[src/shared/bsic_consts.svh]
// constants for the burst sram input capture block
`ifndef BSIC_CONSTS_SVH
`define BSIC_CONSTS_SVH
`define BSIC_ADDR_W      19
`define BSIC_LANES       4
`define BSIC_START_LSB   0
`define BSIC_START_MSB   1
`define BSIC_ADDR_RST    19'h00000
`define BSIC_POS_RST     2'h0
`define BSIC_LANES_NONE  4'h0
`define BSIC_LANES_ALL   4'hf
`endif

[src/shared/bsic_pkg.sv]
// types for the burst sram input capture block
`include "bsic_consts.svh"
package bsic_pkg;
  typedef enum logic [2:0] {
    BSIC_ST_DESEL = 3'b001,
    BSIC_ST_READ  = 3'b010,
    BSIC_ST_WRITE = 3'b100
  } bsic_state_t;

  typedef struct packed {
    bsic_state_t                 state;
    logic [`BSIC_ADDR_W-1:0]     addr;
    logic [`BSIC_LANES-1:0]      lanes;
    logic                        first_read;
    logic                        data_oe;
    logic                        active;
  } bsic_core_t;

  typedef struct packed {
    logic [1:0] pos;
  } bsic_cnt_t;
endpackage : bsic_pkg

[src/hdl/bsic_capture.sv]
// synchronous input capture and burst counter front end of a burst sram
`timescale 1ns/100ps
`include "bsic_consts.svh"
// Summary of operation
// address captured only on a strobe with all three enables active
// capture loads the two lowest address bits into the burst counter
// byte write enable is active low; needed for per-lane writes
// counter steps on each edge with burst advance low during a burst
// every synchronous input is registered on the rising clock edge
// first chip enable is active low, selects device for new access
// second chip enable is active high, needed together with the others
// third chip enable is active low, needed together with the others
// both strobes together with first enable low: only the processor strobe is acted on
// global write low writes every lane regardless of lane controls
// chip enables only looked at when a new address is loaded
// output enable masked in first read cycle after deselect
// a strobe with any enable inactive deselects and starts nothing, except a processor strobe with first enable high, which is ignored
module bsic_capture
  import bsic_pkg::*;
(
  input  wire logic                    i_clock,
  input  wire logic                    i_rst,
  input  wire logic [`BSIC_ADDR_W-1:0] i_addr,
  input  wire logic                    i_processor_addr_strobe_n,
  input  wire logic                    i_controller_addr_strobe_n,
  input  wire logic                    i_burst_advance_n,
  input  wire logic                    i_chip_enable_primary_n,
  input  wire logic                    i_chip_enable_high_side,
  input  wire logic                    i_chip_enable_third_n,
  input  wire logic                    i_byte_write_enable_n,
  input  wire logic [`BSIC_LANES-1:0]  i_byte_lane_select_n,
  input  wire logic                    i_global_write_n,
  input  wire logic                    i_output_enable_n,
  output logic      [`BSIC_ADDR_W-1:0] o_addr,
  output logic      [1:0]              o_burst_start_bits,
  output logic                         o_access_active,
  output logic                         o_write,
  output logic      [`BSIC_LANES-1:0]  o_write_lanes,
  output logic                         o_deselect,
  output logic                         o_data_oe
);
  bsic_core_t s_reg;
  bsic_core_t s_next;

  logic                   proc_go;
  logic                   ctrl_go;
  logic                   strobe;
  logic                   selected;
  logic                   cnt_load;
  logic                   cnt_adv;
  logic [`BSIC_LANES-1:0] req_lanes;

  // all three enables at their active levels
  function automatic logic chip_selected(input logic ce1_n, input logic ce2,
                                         input logic ce3_n);
    chip_selected = ~ce1_n & ce2 & ~ce3_n;  // see R6 see R7
  endfunction : chip_selected

  // lanes written this edge from global write, byte enable and lane selects
  function automatic logic [`BSIC_LANES-1:0] lanes_of(input logic gw_n,
      input logic bwe_n, input logic [`BSIC_LANES-1:0] bw_n);
    if (!gw_n) begin
      lanes_of = `BSIC_LANES_ALL;
    end else if (!bwe_n) begin
      lanes_of = ~bw_n;
    end else begin
      lanes_of = `BSIC_LANES_NONE;
    end
  endfunction : lanes_of

  // strobe decode; processor strobe is ignored while the first enable is high
  assign proc_go   = ~i_processor_addr_strobe_n & ~i_chip_enable_primary_n;
  assign ctrl_go   = ~i_controller_addr_strobe_n;
  assign strobe    = proc_go | ctrl_go;
  assign selected  = chip_selected(i_chip_enable_primary_n, i_chip_enable_high_side,
                                   i_chip_enable_third_n);
  assign req_lanes = lanes_of(i_global_write_n, i_byte_write_enable_n,
                              i_byte_lane_select_n);
  assign cnt_load  = strobe & selected;
  assign cnt_adv   = ~strobe & (s_reg.state != BSIC_ST_DESEL)
                   & ~i_burst_advance_n;

  // next state of the capture stage
  always_comb begin
    s_next       = s_reg;
    s_next.lanes = `BSIC_LANES_NONE;
    if (strobe) begin
      if (selected) begin
        s_next.addr = i_addr;
        // processor strobe wins and always opens as a read; write data follows
        if (proc_go || req_lanes == `BSIC_LANES_NONE) begin
          s_next.state = BSIC_ST_READ;
        end else begin
          s_next.state = BSIC_ST_WRITE;
          s_next.lanes = req_lanes;
        end
      end else begin
        s_next.state = BSIC_ST_DESEL;
      end
    end else if (s_reg.state != BSIC_ST_DESEL) begin
      // burst continuation: enables are not consulted here
      if (req_lanes != `BSIC_LANES_NONE) begin
        s_next.state = BSIC_ST_WRITE;
        s_next.lanes = req_lanes;
      end else begin
        s_next.state = BSIC_ST_READ;
      end
    end
    s_next.first_read = (s_reg.state == BSIC_ST_DESEL)
                      && (s_next.state == BSIC_ST_READ);
    // output enable is only honoured once a read started from deselect has had a clock
    s_next.data_oe = (s_next.state == BSIC_ST_READ) && !i_output_enable_n
                   && !s_next.first_read;
    // own flop so the access flag leaves the block with no decode behind it
    s_next.active  = s_next.state != BSIC_ST_DESEL;
  end

  // single clock register of all capture state except the burst position
  always_ff @(posedge i_clock or posedge i_rst) begin
    if (i_rst) begin
      s_reg.state      <= BSIC_ST_DESEL;
      s_reg.addr       <= `BSIC_ADDR_RST;
      s_reg.lanes      <= `BSIC_LANES_NONE;
      s_reg.first_read <= 1'b0;
      s_reg.data_oe    <= 1'b0;
      s_reg.active     <= 1'b0;
    end else begin
      s_reg <= s_next;
    end
  end

  bsic_burst_counter u_counter (
    .i_clock   (i_clock),
    .i_rst     (i_rst),
    .i_load    (cnt_load),
    .i_start   (i_addr[`BSIC_START_MSB:`BSIC_START_LSB]),
    .i_advance (cnt_adv),
    .o_pos     (o_burst_start_bits)
  );

  // outputs come from the flops; o_write and o_deselect are decoded from the state
  assign o_addr          = s_reg.addr;
  assign o_access_active = s_reg.active;
  assign o_write         = s_reg.state == BSIC_ST_WRITE;
  assign o_write_lanes   = s_reg.lanes;
  assign o_deselect      = s_reg.state == BSIC_ST_DESEL;
  assign o_data_oe       = s_reg.data_oe;
endmodule : bsic_capture

[src/hdl/bsic_burst_counter.sv]
// two-bit burst position counter, loaded on capture and advanced on request
`timescale 1ns/100ps
`include "bsic_consts.svh"
module bsic_burst_counter
  import bsic_pkg::*;
(
  input  wire logic       i_clock,
  input  wire logic       i_rst,
  input  wire logic       i_load,
  input  wire logic [1:0] i_start,
  input  wire logic       i_advance,
  output logic      [1:0] o_pos
);
  bsic_cnt_t cnt_reg;
  bsic_cnt_t cnt_next;

  // load wins over advance; wraps modulo four like the burst does
  always_comb begin
    cnt_next = cnt_reg;
    if (i_load) begin
      cnt_next.pos = i_start;
    end else if (i_advance) begin
      cnt_next.pos = 2'(cnt_reg.pos + 2'h1);
    end
  end

  always_ff @(posedge i_clock or posedge i_rst) begin
    if (i_rst) begin
      cnt_reg.pos <= `BSIC_POS_RST;
    end else begin
      cnt_reg <= cnt_next;
    end
  end

  assign o_pos = cnt_reg.pos;
endmodule : bsic_burst_counter

[config.mk]
export PLATFORM = sky130hd
export DESIGN_NAME = bsic_capture
export DESIGN_NICKNAME = d
export VERILOG_FILES = /design/src/shared/bsic_pkg.sv /design/src/hdl/bsic_capture.sv /design/src/hdl/bsic_burst_counter.sv
export VERILOG_INCLUDE_DIRS = /design/src /design/src/shared
export SDC_FILE = /design/constraint.sdc
export NUM_CORES = 1
export LEC_CHECK = 0
export BUFFER_PORTS_ARGS = -buffer_cell sky130_fd_sc_hd__buf_2
export CAP_MARGIN = 20
export CORE_MARGIN = 10
export CORE_UTILIZATION = 49
export DETAILED_ROUTE_END_ITERATION = 10
export PLACE_DENSITY = 0.88
export SLEW_MARGIN = 10
export SYNTH_ARGS = -nofsm -noshare
export SYNTH_HDL_FRONTEND = slang
export SYNTH_SLANG_ARGS = --single-unit
[constraint.sdc]
create_clock -name i_clock -period 2.06 [get_ports i_clock]
set_input_delay 0.206 -clock i_clock [delete_from_list [all_inputs] [get_ports i_clock]]
set_output_delay 0.206 -clock i_clock [all_outputs]
set_load 0.005 [all_outputs]
==> qor.csv <==
stage,metric,value,unit
synthesis,Mapped Nets,181,
worst_setup_path,R2R depth,4,
sta,Final Slew Violations,0,
worst_setup_path,worst flop-to-flop path endpoint,o_write_lanes[3]$_DFF_PP0_,
sta,Fin. Hold Viols,0,
synthesis,Yosys warnings,0,
power_and_ir_drop,Leak,0.9488,nW
floorplan,Initial Utilization,51.17,%
cts,TritonCTS buffer count,5,
hold_path,worst hold stages,3,
routing,number of detailed-route iterations in the first pass,6,
power_and_ir_drop,Seq pwr share,48.8,%
place,GP Congestion,0.7099,
global_route,pin count of the biggest net entering global routing,20,
cells_and_area,n_diodes,0,
cells_and_area,"commonest non-fill, non-tap cell in the layout",buf_2,
worst_setup_path,r2r setup slk,550,ps
sta,Final min period,1545,ps
cells_and_area,number of fill cells,246,
floorplan,Row Count,19,
cts,TritonCTS clock tree,built,
worst_setup_path,CP Class,flop to output port,
global_route,met1 Use GR,12.25,%
cells_and_area,area of the multi-input gates,444.2,sq um
floorplan,DIE WIDTH,73.43,um
floorplan,IO Pins,63,
cts,# resized after CTS,0,
sta,unrepaired setup endpoints after global routing,no,
power_and_ir_drop,Clk network pwr share,30.3,%
worst_setup_path,Worst Setup SP,s_reg[26]$_DFF_PP1_,
floorplan,die area,0.005392,sq mm
cells_and_area,"Core Util, Final",60.82,%
cells_and_area,layout cells sized above 1,40.72,%
power_and_ir_drop,internal power,1.102,mW
synthesis,Syn Std Cell Area,0.001399,sq mm
cts,H-tree depth,2,
worst_setup_path,CP arrival,1340,ps
sta,Max-slew headroom,59.53,%
routing,vias per inst,4.689,
sta,total negative slack,0,ps
routing,via count,1055,
global_route,met2 Usage GRT,20.15,%
worst_setup_path,Startpoint Class,flop,
status,status,finished clean,
routing,wire per inst,14.32,um
sta,Worst Max-Slew Pin Slew,607.1,ps
sta,Clock Skew,12.24,ps
global_route,M3 GR Usage,6.595,%
hold_path,hold endpoint,o_addr[6]$_DFFE_PP0P_,
cells_and_area,area grow syn2layout,18.87,%
power_and_ir_drop,net switching share of the total power,28.20,%
flow_run,max cap viols,0,
global_route,GRT Max-Usage Layer,met2,
sta,Setup-failing EPs final,0,
synthesis,Post-Synthesis Cells,147,
cells_and_area,Nets,227,
worst_setup_path,Worst Path Max Fanout,5,
floorplan,CORE AREA,0.002734,sq mm
cts,CTS Root Cell,clkbuf_4,
synthesis,sequential fraction of the synthesis area,53.76,%
global_route,first-pass GRT wire length,5037,um
floorplan,Die Y-Extent,73.43,um
power_and_ir_drop,Sw Pwr,0.4329,mW
power_and_ir_drop,Peak VDD IR,0.6402,mV
sta,fmax,647.1,MHz
cells_and_area,number of flip-flops under the largest register name,19,
synthesis,Seq cells post-synth,30,
synthesis,Synth cell types,24,
routing,Initial DRC Count,26,
synthesis,Synth Area per Inst,9.516,sq um
global_route,GR Overflow Total,0,
global_route,vias in the first global route,1057,
worst_setup_path,CP Data Required Time,1850,ps
hold_path,HP Start,i_addr[6],
sta,Tcrit/Tclk final,75.02,%
power_and_ir_drop,PwrDens,923.2,mW/mm^2
cells_and_area,register area,752.0,sq um
cells_and_area,most frequent cells in the layout,"buf_2, nand2_1, dfrtp_1",
cts,Max Root-Sink Buffers,2,
cts,CTS sink cnt,30,
place,Port Buf Inserts,62,
cts,clk slew on worst S/H paths,100,ps
global_route,gr usage total,12.23,%
worst_setup_path,r2r startpoint,s_reg[26]$_DFF_PP1_,
power_and_ir_drop,Logic pwr share,20.8,%
hold_path,type of the worst min-delay path,input pin to flop,
worst_setup_path,CP Capture Type,output port,
cts,Worst-Skew Late Latency,340,ps
place,DP HPWL,2561,um
routing,Routed WL,3222,um
routing,final antenna-violating net count,0,
global_route,antenna violations before repair,0,
routing,DRC Markers,0,
metrics by stage:
step                      instance area, sq um  std cells  power (mW)  setup slack (ps)  hold slack [ps]
after floorplan                           1399        147       1.006             693.2            279.7
final                                     1663        225       1.535             514.6            46.24
after detailed placement                  1575        216       1.091             595.5            264.0
after global routing                      1663        225       1.634             452.1            24.83
after global placement                    1575        216       1.072             653.3            257.7
after CTS                                 1663        225       1.553             497.9            45.13
critical path, stage by stage, from the launching register on:
cell and delay, ps:
dfstp_2 540, nor3b_4 290, buf_2 180
cell type report:
cell class	count	share of cell area, %
sequential	30	45.22
tap	31	2.333
clock buffer	5	2.257
multi-input combinational	88	26.71
inverter	2	0.4515
timing repair buffer	66	20.62
clock inverter	3	2.408
cells in the mapped netlist:
| library cell | number | area, sq um |
|---|---|---|
| a2111oi_4 | 1 | 27.53 |
| a211o_1 | 1 | 8.760 |
| a211oi_2 | 1 | 12.51 |
| a21oi_1 | 1 | 5.000 |
| a31oi_1 | 1 | 6.260 |
| a41o_1 | 1 | 10.01 |
| buf_2 | 3 | 15.01 |
| buf_4 | 24 | 180.2 |
| dfrtp_1 | 29 | 725.7 |
| dfstp_2 | 1 | 26.28 |
| inv_1 | 2 | 7.510 |
| nand2_1 | 59 | 221.5 |
| nand2b_1 | 1 | 6.260 |
| nor2_1 | 6 | 22.52 |
| nor2_2 | 1 | 6.260 |
| nor3_1 | 1 | 5.000 |
| nor3b_1 | 1 | 7.510 |
| nor3b_4 | 1 | 18.77 |
| nor4b_1 | 1 | 8.760 |
| o21a_1 | 4 | 30.03 |
| o21ai_1 | 3 | 15.01 |
| or2_1 | 1 | 6.260 |
| or2_4 | 1 | 8.760 |
| xnor2_1 | 2 | 17.52 |
repair_timing:
| item | CTS | global route |
|---|---|---|
| endpoints found under the setup margin | 0 | 0 |
| hold buffers | 1 | 0 |
| buffers inserted | 0 | 0 |
| endpoints found under the hold margin | 12 | 0 |
per-layer routing:
layer / part of all wire [%] / vias up
met5: 0 / -
met4: 2.3 / 0
met3: 9.4 / 7
met2: 51 / 36
met1: 38 / 478
li1: - / 534
how the worst max path moves through the flow:
stage	endpoint	cells after the start
after floorplan	o_write_lanes[0]$_DFF_PP0_	4
after global placement	o_write_lanes[3]$_DFF_PP0_	4
after detailed placement	o_write_lanes[3]$_DFF_PP0_	4
after CTS	o_deselect	2
after global routing	o_write_lanes[1]$_DFF_PP0_	4
final	o_deselect	2
power by group through the flow:
stage / combinational [mW] / sequential [mW] / clock, mW
global route: 0.366 / 0.762 / 0.507
CTS: 0.332 / 0.751 / 0.471
detailed placement: 0.328 / 0.763 / 0
floorplan: 0.255 / 0.752 / 0
global placement: 0.318 / 0.754 / 0
finish: 0.320 / 0.750 / 0.466
cells by family after synthesis:
group,Yosys count,synth area share (%)
and+or+nand+nor,73,22.27
DFF,30,53.76
buffers and inverters,29,14.49
AOI/OAI and AO/OA,13,8.229
xor gates and xnor gates,2,1.252
Power figures use the tool's default switching activity.
